--- config.mk ---
export PLATFORM = sky130hd
export DESIGN_NAME = irq_unit
export DESIGN_NICKNAME = d
export VERILOG_FILES = /design/src/include/irq_unit_pkg.sv /design/src/logic/irq_unit.sv
export SDC_FILE = /design/constraint.sdc
export NUM_CORES = 1
export LEC_CHECK = 0
export BUFFER_PORTS_ARGS = -buffer_cell sky130_fd_sc_hd__buf_2
export CORE_ASPECT_RATIO = 1.5
export CORE_MARGIN = 4
export CORE_UTILIZATION = 60
export DETAILED_ROUTE_END_ITERATION = 12
export PLACE_DENSITY = 0.89
export SYNTH_ARGS = -nofsm -noshare
export SYNTH_HDL_FRONTEND = slang
export SYNTH_SLANG_ARGS = --single-unit
--- constraint.sdc ---
create_clock -name aclk -period 5.1 [get_ports aclk]
set_input_delay 0.51 -clock aclk [delete_from_list [all_inputs] [get_ports aclk]]
set_output_delay 0.51 -clock aclk [all_outputs]
set_load 0.01 [all_outputs]
--- src/include/irq_unit_pkg.sv ---
// constants, types and helpers for the latched event interrupt unit
package irq_unit_pkg;

  // --------------------------------------------------------------------
  // clocking and debounce timing
  // --------------------------------------------------------------------
  localparam int CLK_HZ = 125_000_000; // system clock rate
  localparam int OSC_HZ = 32_768; // internal oscillator rate
  localparam int TICK_DIV = CLK_HZ / OSC_HZ; // cycles per oscillator tick
  localparam int SCP_DB_US = 4000; // short-circuit least debounce, us
  localparam int BTN_DB_MS = 30; // button debounce, ms
  localparam int DB1_MS = 1; // programmable debounce step one, ms
  localparam int DB2_MS = 10; // programmable debounce step two, ms
  localparam int CW = 12; // debounce counter width
  localparam logic [CW-1:0] SCP_TICKS = CW'((SCP_DB_US * OSC_HZ + 999_999) / 1_000_000);
  localparam logic [CW-1:0] BTN_TICKS = CW'((BTN_DB_MS * OSC_HZ + 999) / 1000);
  localparam logic [CW-1:0] DB1_TICKS = CW'((DB1_MS * OSC_HZ + 999) / 1000);
  localparam logic [CW-1:0] DB2_TICKS = CW'((DB2_MS * OSC_HZ + 999) / 1000);
  localparam logic [CW-1:0] ONE_TICK = 12'h001; // shortest debounce

  // --------------------------------------------------------------------
  // register map and field positions
  // --------------------------------------------------------------------
  localparam logic [7:0] STATUS_OFF = 8'h00; // latched flags, write 1 clears
  localparam logic [7:0] MASK_OFF = 8'h04; // mask bits, 1 masks
  localparam logic [7:0] SENSE_OFF = 8'h08; // live levels, read only
  localparam logic [7:0] CFG_OFF = 8'h0c; // debounce and edge settings
  localparam int NFLAG = 15; // flags in status and mask
  localparam int F_SCP = 0;
  localparam int F_BTN1 = 1;
  localparam int F_BTN2 = 2;
  localparam int F_BRST = 3;
  localparam int F_SILENT = 4;
  localparam int F_TKRST = 5;
  localparam int F_OSC = 6;
  localparam int F_THERM = 7; // four bits up from here
  localparam int F_GP = 11; // four bits up from here
  localparam logic [NFLAG-1:0] MASK_RST = 15'h7fff; // all masked
  localparam logic [15:0] CFG_RST = 16'h0000;
  localparam logic [1:0] RESP_OKAY = 2'h0;
  localparam logic [1:0] RESP_SLVERR = 2'h2;
  localparam logic [1:0] RESP_DECERR = 2'h3;

  // --------------------------------------------------------------------
  // types
  // --------------------------------------------------------------------
  // power state as driven by the power state machine
  typedef enum logic [3:0] {
    PS_COIN, PS_OFF, PS_COLD, PS_WDOG, PS_ON, PS_UOWAIT, PS_MEMHOLD, PS_USEROFF, PS_WARM
  } pwr_state_t;

  // configuration register layout
  typedef struct packed {
    logic [7:0] gp_edge; // 2 bits per input: 0 rise, 1 fall, 2 both, 3 none
    logic [1:0] gp_db; // gp debounce select
    logic [1:0] thermal_debounce_setting; // thermal debounce select
    logic [1:0] btn_two_ext; // button two fall debounce extension
    logic [1:0] btn_one_ext; // button one fall debounce extension
  } cfg_t;

  // external pins and comparator levels
  typedef struct packed {
    logic button_one_pin;
    logic button_two_pin;
    logic watchdog_input_pin;
    logic short_circuit; // any regulator short detected
    logic button_reset_req; // reset request via buttons
    logic timekeeper_reset; // real time domain reset seen
    logic osc_xtal; // crystal selected as 32 kHz source
    logic [3:0] die_temp; // above 110, 120, 125, 130 C
    logic [3:0] gp_input;
    logic idpin_grounded;
    logic idpin_floating;
    logic idpin_done;
    logic busvolt_done;
  } pins_t;

  // ticks for a two-bit debounce selection
  function automatic logic [CW-1:0] db_ticks(input logic [1:0] sel);
    case (sel)
      2'h0: db_ticks = ONE_TICK;
      2'h1: db_ticks = DB1_TICKS;
      2'h2: db_ticks = DB2_TICKS;
      default: db_ticks = BTN_TICKS;
    endcase
  endfunction

endpackage

--- src/logic/irq_unit.sv ---
// latched event interrupt unit with AXI4-Lite register slave
//
// Contract
// - short flag after 4 to 8 ms high
// - button one flag on debounced 30 ms fall
// - button one level reads debounced input
// - button two flag on debounced 30 ms fall
// - button two level reads debounced input
// - two-bit setting extends button fall debounce
// - button reset request rise sets flag
// - watchdog restart sets flag, no debounce
// - timekeeper reset sets flag, no debounce
// - oscillator change flags both edges, level
// - four thermal flags, both edges, programmable
// - gp inputs: edge, debounce, mask, level
// - id pin grounded and floating levels
// - id measurement done level
// - bus voltage detection done level
// - registers reachable only in three states
// - line low outside watchdog and on
// - watchdog input acts only in on
// - flags stay set until host clears
// - write one clears, new event wins
// - mask blocks line, unmask raises it
// - masks reset to masked
module irq_unit #(
  parameter int TICK_CYCLES = irq_unit_pkg::TICK_DIV
) (
  // clock and reset
  input wire logic aclk,
  input wire logic aresetn,
  // axi4-lite write address and data
  input wire logic [7:0] awaddr,
  input wire logic awvalid,
  output logic awready,
  input wire logic [31:0] wdata,
  input wire logic [3:0] wstrb,
  input wire logic wvalid,
  output logic wready,
  // axi4-lite write response
  output logic [1:0] bresp,
  output logic bvalid,
  input wire logic bready,
  // axi4-lite read
  input wire logic [7:0] araddr,
  input wire logic arvalid,
  output logic arready,
  output logic [31:0] rdata,
  output logic [1:0] rresp,
  output logic rvalid,
  input wire logic rready,
  // pins and power state
  input wire irq_unit_pkg::pins_t pins,
  input wire irq_unit_pkg::pwr_state_t pwr_state,
  // outputs to host and power control
  output logic irq_line,
  output logic watchdog_drop
);

  // --------------------------------------------------------------------
  // declarations
  // --------------------------------------------------------------------
  localparam int ND = 11; // debounced channels: scp, btn1, btn2, therm, gp
  irq_unit_pkg::pins_t meta_reg, sync_reg, prev_reg; // pin synchroniser
  logic [1:0] warm_cnt_reg; // edges since reset, saturates at three
  logic warm; // synchroniser primed, edge detectors trusted
  logic [15:0] tick_cnt_reg; // oscillator tick divider
  logic tick_reg; // one-cycle 32 kHz enable
  logic [ND-1:0] db_raw; // debounce inputs
  logic [ND-1:0] deb_reg, deb_d_reg; // debounced level and its delay
  logic [irq_unit_pkg::CW-1:0] cnt_reg [ND]; // debounce counters
  logic [irq_unit_pkg::CW-1:0] rise_lim [ND];
  logic [irq_unit_pkg::CW-1:0] fall_lim [ND];
  logic [ND-1:0] db_rise, db_fall;
  irq_unit_pkg::cfg_t cfg_reg; // configuration
  logic [irq_unit_pkg::NFLAG-1:0] status_reg, mask_reg; // flags and masks
  logic [irq_unit_pkg::NFLAG-1:0] set_vec, clr_vec, status_next;
  logic run_state, acc_ok; // power state qualifiers
  logic aw_full_reg, w_full_reg; // held write halves
  logic [7:0] waddr_reg;
  logic [31:0] wdata_reg, wmask_reg;
  logic wr_go, wr_hit;
  logic [31:0] rd_word;
  logic rd_hit;

  // word address check
  function automatic logic mapped(input logic [7:0] a);
    mapped = (a == irq_unit_pkg::STATUS_OFF) || (a == irq_unit_pkg::MASK_OFF) ||
             (a == irq_unit_pkg::SENSE_OFF) || (a == irq_unit_pkg::CFG_OFF);
  endfunction

  // --------------------------------------------------------------------
  // pin synchroniser and tick divider
  // --------------------------------------------------------------------
  // two flops before any logic looks at a pin
  always_ff @(posedge aclk) begin
    if (!aresetn) begin
      meta_reg <= '0;
      sync_reg <= '0;
      prev_reg <= '0;
      warm_cnt_reg <= 2'h0;
    end else begin
      meta_reg <= pins;
      sync_reg <= meta_reg;
      prev_reg <= sync_reg;
      if (warm_cnt_reg != 2'h3) warm_cnt_reg <= warm_cnt_reg + 2'h1;
    end
  end

  // edges are held off until prev_reg holds a real pin sample, so a level
  // already high at reset is not taken for a fresh edge
  assign warm = (warm_cnt_reg == 2'h3);

  always_ff @(posedge aclk) begin
    if (!aresetn) begin
      tick_cnt_reg <= 16'h0000;
      tick_reg <= 1'b0;
    end else if (tick_cnt_reg == 16'(TICK_CYCLES - 1)) begin
      tick_cnt_reg <= 16'h0000;
      tick_reg <= 1'b1;
    end else begin
      tick_cnt_reg <= tick_cnt_reg + 16'h0001;
      tick_reg <= 1'b0;
    end
  end

  // --------------------------------------------------------------------
  // debounce
  // --------------------------------------------------------------------
  assign db_raw = {sync_reg.gp_input, sync_reg.die_temp, sync_reg.button_two_pin,
                   sync_reg.button_one_pin, sync_reg.short_circuit};

  // per-channel limits in ticks
  always_comb begin
    for (int i = 0; i < ND; i++) begin
      rise_lim[i] = irq_unit_pkg::db_ticks(cfg_reg.gp_db);
      fall_lim[i] = irq_unit_pkg::db_ticks(cfg_reg.gp_db);
      if (i >= 3 && i < 7) begin
        rise_lim[i] = irq_unit_pkg::db_ticks(cfg_reg.thermal_debounce_setting);
        fall_lim[i] = irq_unit_pkg::db_ticks(cfg_reg.thermal_debounce_setting);
      end
    end
    rise_lim[0] = irq_unit_pkg::SCP_TICKS;
    fall_lim[0] = irq_unit_pkg::ONE_TICK;
    rise_lim[1] = irq_unit_pkg::BTN_TICKS;
    fall_lim[1] = irq_unit_pkg::CW'(irq_unit_pkg::BTN_TICKS * ({2'h0, cfg_reg.btn_one_ext} + 4'h1));
    rise_lim[2] = irq_unit_pkg::BTN_TICKS;
    fall_lim[2] = irq_unit_pkg::CW'(irq_unit_pkg::BTN_TICKS * ({2'h0, cfg_reg.btn_two_ext} + 4'h1));
  end

  always_ff @(posedge aclk) begin
    if (!aresetn) begin
      deb_reg <= '0;
      deb_d_reg <= '0;
      for (int i = 0; i < ND; i++) cnt_reg[i] <= '0;
    end else begin
      deb_d_reg <= deb_reg;
      for (int i = 0; i < ND; i++) begin
        if (db_raw[i] == deb_reg[i]) begin
          cnt_reg[i] <= '0;
        end else if (tick_reg) begin
          if (cnt_reg[i] + 1'b1 >= (db_raw[i] ? rise_lim[i] : fall_lim[i])) begin
            deb_reg[i] <= db_raw[i];
            cnt_reg[i] <= '0;
          end else begin
            cnt_reg[i] <= cnt_reg[i] + 1'b1;
          end
        end
      end
    end
  end

  assign db_rise = deb_reg & ~deb_d_reg;
  assign db_fall = ~deb_reg & deb_d_reg;

  // --------------------------------------------------------------------
  // event flags
  // --------------------------------------------------------------------
  assign run_state = (pwr_state == irq_unit_pkg::PS_WDOG) || (pwr_state == irq_unit_pkg::PS_ON);
  assign acc_ok = run_state || (pwr_state == irq_unit_pkg::PS_UOWAIT);

  // hardware set events
  always_comb begin
    set_vec = '0;
    set_vec[irq_unit_pkg::F_SCP] = db_rise[0];
    set_vec[irq_unit_pkg::F_BTN1] = db_fall[1];
    set_vec[irq_unit_pkg::F_BTN2] = db_fall[2];
    set_vec[irq_unit_pkg::F_BRST] = warm &
                                    sync_reg.button_reset_req & ~prev_reg.button_reset_req;
    set_vec[irq_unit_pkg::F_SILENT] = (pwr_state == irq_unit_pkg::PS_ON) &&
                                      !sync_reg.watchdog_input_pin && prev_reg.watchdog_input_pin;
    set_vec[irq_unit_pkg::F_TKRST] = warm &
                                     sync_reg.timekeeper_reset & ~prev_reg.timekeeper_reset;
    set_vec[irq_unit_pkg::F_OSC] = (sync_reg.osc_xtal ^ prev_reg.osc_xtal) & warm;
    set_vec[irq_unit_pkg::F_THERM +: 4] = db_rise[6:3] | db_fall[6:3];
    for (int g = 0; g < 4; g++) begin
      unique case (cfg_reg.gp_edge[2*g +: 2])
        2'h0: set_vec[irq_unit_pkg::F_GP + g] = db_rise[7 + g];
        2'h1: set_vec[irq_unit_pkg::F_GP + g] = db_fall[7 + g];
        2'h2: set_vec[irq_unit_pkg::F_GP + g] = db_rise[7 + g] | db_fall[7 + g];
        2'h3: set_vec[irq_unit_pkg::F_GP + g] = 1'b0;
      endcase
    end
  end

  assign clr_vec = (wr_go && wr_hit && waddr_reg == irq_unit_pkg::STATUS_OFF) ?
                   irq_unit_pkg::NFLAG'(wdata_reg & wmask_reg) : '0;
  assign status_next = (status_reg & ~clr_vec) | set_vec;

  // latched status
  always_ff @(posedge aclk) begin
    if (!aresetn) begin
      status_reg <= '0;
    end else begin
      status_reg <= status_next;
    end
  end

  always_ff @(posedge aclk) begin
    if (!aresetn) begin
      watchdog_drop <= 1'b0;
    end else begin
      watchdog_drop <= set_vec[irq_unit_pkg::F_SILENT];
    end
  end

  always_ff @(posedge aclk) begin
    if (!aresetn) begin
      irq_line <= 1'b0;
    end else begin
      irq_line <= run_state && |(status_reg & ~mask_reg);
    end
  end

  // --------------------------------------------------------------------
  // axi4-lite write
  // --------------------------------------------------------------------
  assign wr_go = aw_full_reg && w_full_reg && !bvalid;
  assign wr_hit = acc_ok && mapped(waddr_reg);

  // capture address and data in either order
  always_ff @(posedge aclk) begin
    if (!aresetn) begin
      aw_full_reg <= 1'b0;
      w_full_reg <= 1'b0;
      awready <= 1'b1;
      wready <= 1'b1;
      waddr_reg <= 8'h00;
      wdata_reg <= 32'h0000_0000;
      wmask_reg <= 32'h0000_0000;
      bvalid <= 1'b0;
      bresp <= irq_unit_pkg::RESP_OKAY;
    end else begin
      if (awvalid && awready) begin
        aw_full_reg <= 1'b1;
        awready <= 1'b0;
        waddr_reg <= {awaddr[7:2], 2'b00};
      end
      if (wvalid && wready) begin
        w_full_reg <= 1'b1;
        wready <= 1'b0;
        wdata_reg <= wdata;
        wmask_reg <= {{8{wstrb[3]}}, {8{wstrb[2]}}, {8{wstrb[1]}}, {8{wstrb[0]}}};
      end
      if (wr_go) begin
        bvalid <= 1'b1;
        bresp <= !acc_ok ? irq_unit_pkg::RESP_SLVERR :
                 !mapped(waddr_reg) ? irq_unit_pkg::RESP_DECERR : irq_unit_pkg::RESP_OKAY;
      end
      if (bvalid && bready) begin
        bvalid <= 1'b0;
        aw_full_reg <= 1'b0;
        w_full_reg <= 1'b0;
        awready <= 1'b1;
        wready <= 1'b1;
      end
    end
  end

  always_ff @(posedge aclk) begin
    if (!aresetn) begin
      mask_reg <= irq_unit_pkg::MASK_RST;
      cfg_reg <= irq_unit_pkg::CFG_RST;
    end else if (wr_go && wr_hit) begin
      if (waddr_reg == irq_unit_pkg::MASK_OFF) begin
        mask_reg <= (mask_reg & ~irq_unit_pkg::NFLAG'(wmask_reg)) |
                    irq_unit_pkg::NFLAG'(wdata_reg & wmask_reg);
      end
      if (waddr_reg == irq_unit_pkg::CFG_OFF) begin
        cfg_reg <= (cfg_reg & ~wmask_reg[15:0]) | (wdata_reg[15:0] & wmask_reg[15:0]);
      end
    end
  end

  // --------------------------------------------------------------------
  // axi4-lite read
  // --------------------------------------------------------------------
  assign rd_hit = acc_ok && mapped({araddr[7:2], 2'b00});

  // read word select
  always_comb begin
    rd_word = 32'h0000_0000;
    unique case ({araddr[7:2], 2'b00})
      irq_unit_pkg::STATUS_OFF: rd_word = {17'h0, status_reg};
      irq_unit_pkg::MASK_OFF: rd_word = {17'h0, mask_reg};
      irq_unit_pkg::SENSE_OFF: rd_word = {17'h0, sync_reg.busvolt_done, sync_reg.idpin_done,
                                          sync_reg.idpin_floating, sync_reg.idpin_grounded,
                                          deb_reg[10:3], sync_reg.osc_xtal, deb_reg[2:1]};
      irq_unit_pkg::CFG_OFF: rd_word = {16'h0, cfg_reg};
      default: rd_word = 32'h0000_0000;
    endcase
  end

  // one read in flight, answered next cycle
  always_ff @(posedge aclk) begin
    if (!aresetn) begin
      arready <= 1'b1;
      rvalid <= 1'b0;
      rdata <= 32'h0000_0000;
      rresp <= irq_unit_pkg::RESP_OKAY;
    end else if (arvalid && arready) begin
      arready <= 1'b0;
      rvalid <= 1'b1;
      rdata <= rd_hit ? rd_word : 32'h0000_0000;
      rresp <= !acc_ok ? irq_unit_pkg::RESP_SLVERR :
               !rd_hit ? irq_unit_pkg::RESP_DECERR : irq_unit_pkg::RESP_OKAY;
    end else if (rvalid && rready) begin
      rvalid <= 1'b0;
      arready <= 1'b1;
    end
  end
endmodule // irq_unit

==> flow_metrics.tcl <==
set metrics [dict create \
    status "complete, no violations" \
    first_pass_iters 5 \
    area_growth_pct 9.86 \
    grt_setup_unrepaired "no" \
    die_x_um 144 \
    hold_path_depth 2 \
    track_usage 0.234 \
    clock_latency_ns 0.56 \
    dpl.hpwl_um 25500 \
    clkPwrFrac 0.425 \
    initial_core_util 0.608 \
    antenna_found_initial 1 \
    finalSetupViolations 0 \
    die_h_um 211 \
    pin_count 125 \
    crit_arrival_ns 4.49 \
    final_hold_viol_count 0 \
    yosysSeqAreaShare 0.459 \
    synth_most_common_cell "dfxtp_1" \
    end_kind "flop" \
    row_count 74 \
    drive_above_1_share 0.106 \
    path_cells "inv_1, ha_1, xnor2_1, ha_1, a41o_1, a211oi_1, xnor2_1, nand2b_1, ha_1, a21o_1, a21oi_1, o21ai_0, nand3b_1, nor2b_1" \
    htreeDepth 1 \
    min_period_ns 4.09 \
    cts_buffers 29 \
    cp_top_family "compound AO/OA/AOI/OAI gates" \
    synth_warnings 0 \
    nNetsFinal 1945 \
    start_kind "flop" \
    clkTransAtPathRegs_ns 0.07 \
    ff2ff_path_depth 14 \
    clock_sinks 314 \
    drtIter0Drc 766 \
    routed_wl_um 36200 \
    hold_slack_ns 0.153 \
    p_int_mw 4.09 \
    vias 12375 \
    port_buffers 86 \
    grt_start_max_net_pins 76 \
    synth_common_cells "dfxtp_1, nand2_1, edfxtp_1" \
    postCtsHoldBufs 0 \
    fin_total_pwr_mw 5.26 \
    largest_reg_flops 132 \
    die-area_mm2 0.0304 \
    fin_tns_setup_ns 0 \
    vdd_ir_drop_max_mv 0.313 \
    fin_worst_skew_ns 0.0149 \
    worst-slew-pin-transition_ns 1.28 \
    place.gp.congestion 0.916 \
    synth_edf_count 132 \
    clockBufferDepth 3 \
    r2r_end "cnt_reg[1][11]$_SDFFCE_PN0P_" \
    ys_ff_latch 314 \
    holdCritStartpoint "pins[16]" \
    drv_cap 0 \
    p_sw_frac 0.223 \
    worst-path-buf-inv 1 \
    hold_end "meta_reg[16]$_SDFF_PN0_" \
    grt_first_pass_wirelength_um 58600 \
    grt_pass1_vias 12312 \
    p_comb_frac 0.054 \
    synth_top_cell_area_share 0.239 \
    timing.fmax_mhz 244 \
    crit_slowest_cell "dfxtp_1" \
    p_per_area_mw_per_mm2 289 \
    core-area_mm2 0.0272 \
    critical_path.most_common_cell "ha_1" \
    cts_root_buf "clkbuf_16" \
    avgViaCountPerCell 5.89 \
    critical_path_required_ns 5.50 \
    grt.overflow.total 0 \
    drcViolationCount 0 \
    synth_area_leaders "edfxtp_1, dfxtp_1, ha_1, xor2_1, nor2b_1" \
    slowest_delay_ns 0.50 \
    hold_path_class "primary input to flop" \
    power_switching_mw 1.17 \
    syn-instance-count 1642 \
    cts_tree "yes" \
    relSlewSlack 0.145 \
    regToRegSetupSlack_ns 1.01 \
    post-route-period-util 0.802 \
    post_drt_wl_per_cell_um 17.2 \
    pwr-share-seq 0.521 \
    cts.repair.resized 0 \
    power_leakage_nw 7.80 \
    crit_fanout 12 \
    cts_post_setup_buffers_inserted 0 \
    ant_nets 0 \
    syn_area_per_cell_um2 10.1 \
    syn_area_mm2 0.0166 \
    critPathKind "flop to flop" \
    ys_types 73 \
    yosys.area.top_type "edfxtp_1" \
    synthFlopType "dfxtp_1" \
    async_flop_share 0 \
    report.final.slew_viol_count 0 \
]
-- stage by stage --
| stage | cell area [µm²] | cells | setup WS, ns | utilization |
|---|---|---|---|---|
| finish | 18200 | 2100 | 1.01 | 0.668 |
| global route | 18200 | 2098 | 0.787 | 0.668 |
| CTS | 18200 | 2098 | 1.07 | 0.668 |
| detailed placement | 17200 | 2045 | 1.11 | 0.631 |
| global placement | 17200 | 2045 | 1.34 | 0.631 |
| floorplan | 16700 | 1677 | 1.63 | - |
-- area by class of cell --
cell class / instances / area (µm²)
clock buffers: 44 / 948
diodes: 2 / 5.00
fillers: 1977 / 9020
repair buffers: 92 / 475
well taps: 342 / 428
multi-input cells: 1213 / 8360
clock inverters: 9 / 57.6
inverters: 84 / 315
flip-flops and latches: 314 / 7610
-- worst reg2reg max path, cell delays in order, from the launching register on --
cell	delay (ns)
dfxtp_1	0.50
inv_1	0.15
ha_1	0.36
xnor2_1	0.29
ha_1	0.31
a41o_1	0.27
a211oi_1	0.29
xnor2_1	0.15
nand2b_1	0.07
ha_1	0.32
a21o_1	0.16
a21oi_1	0.15
o21ai_0	0.16
nand3b_1	0.47
nor2b_1	0.27
-- how the worst max path moves through the flow --
stage / startpoint / end / slack, ns / cells after the start
2_1_floorplan: flop / cnt_reg[1][10]$_SDFFCE_PN0P_ / 1.63 / 15
3_3_place_gp: flop / cnt_reg[1][9]$_SDFFCE_PN0P_ / 1.34 / 14
3_5_place_dp: flop / cnt_reg[1][8]$_SDFFCE_PN0P_ / 1.11 / 14
4_1_cts: flop / cnt_reg[1][11]$_SDFFCE_PN0P_ / 1.07 / 14
5_1_grt: flop / cnt_reg[1][11]$_SDFFCE_PN0P_ / 0.79 / 14
6_report: flop / cnt_reg[1][11]$_SDFFCE_PN0P_ / 1.01 / 14
-- power by group through the flow --
stage	Combinational (mW)	Sequential (mW)	Clock [mW]
floorplan	0.212	2.78	0
global placement	0.267	2.79	0
detailed placement	0.279	2.79	0
CTS	0.282	2.74	2.25
global route	0.318	2.75	2.35
finish	0.285	2.74	2.23
-- layout by cell type, fill, tap and decap left out, types with 11 or more instances in the layout --
master and count:
nand4_1 35, buf_2 86, xnor2_1 55, nor2_1 131, ha_1 129, xor2_1 84, inv_1 83, clkbuf_16 34
mux2i_1 32, and2_1 53, a2bb2oi_1 11, a21o_1 29, and3_1 27, nand3_1 59, or3_1 13, nand2_1 143
dfxtp_1 182, nor3_1 12, nor4_1 11, edfxtp_1 132, a21oi_1 66, nor2b_1 89, o21ai_0 41, nand2b_1 11
conb_1 36
-- cells by family (layout without fill, tap and decap cells) --
logic type      count (synthesis)  after routing  synth area share
buf+inv                       150            229            0.0440
compound gates                246            246             0.108
flops                         314            314             0.459
xor+xnor                      139            139            0.0735
other cells                     1             38          0.000226
mux                            32             32            0.0193
simple gates                  631            631             0.199
fa+ha+maj                     129            129            0.0974
-- per-layer routing --
layer / GRT usage / part of all wire
met1: 0.285 / 0.39
met2: 0.412 / 0.50
met3: 0.0337 / 0.071
met4: 0.0984 / 0.039
met5: 0 / 0
(Power assumes the default switching activity.)
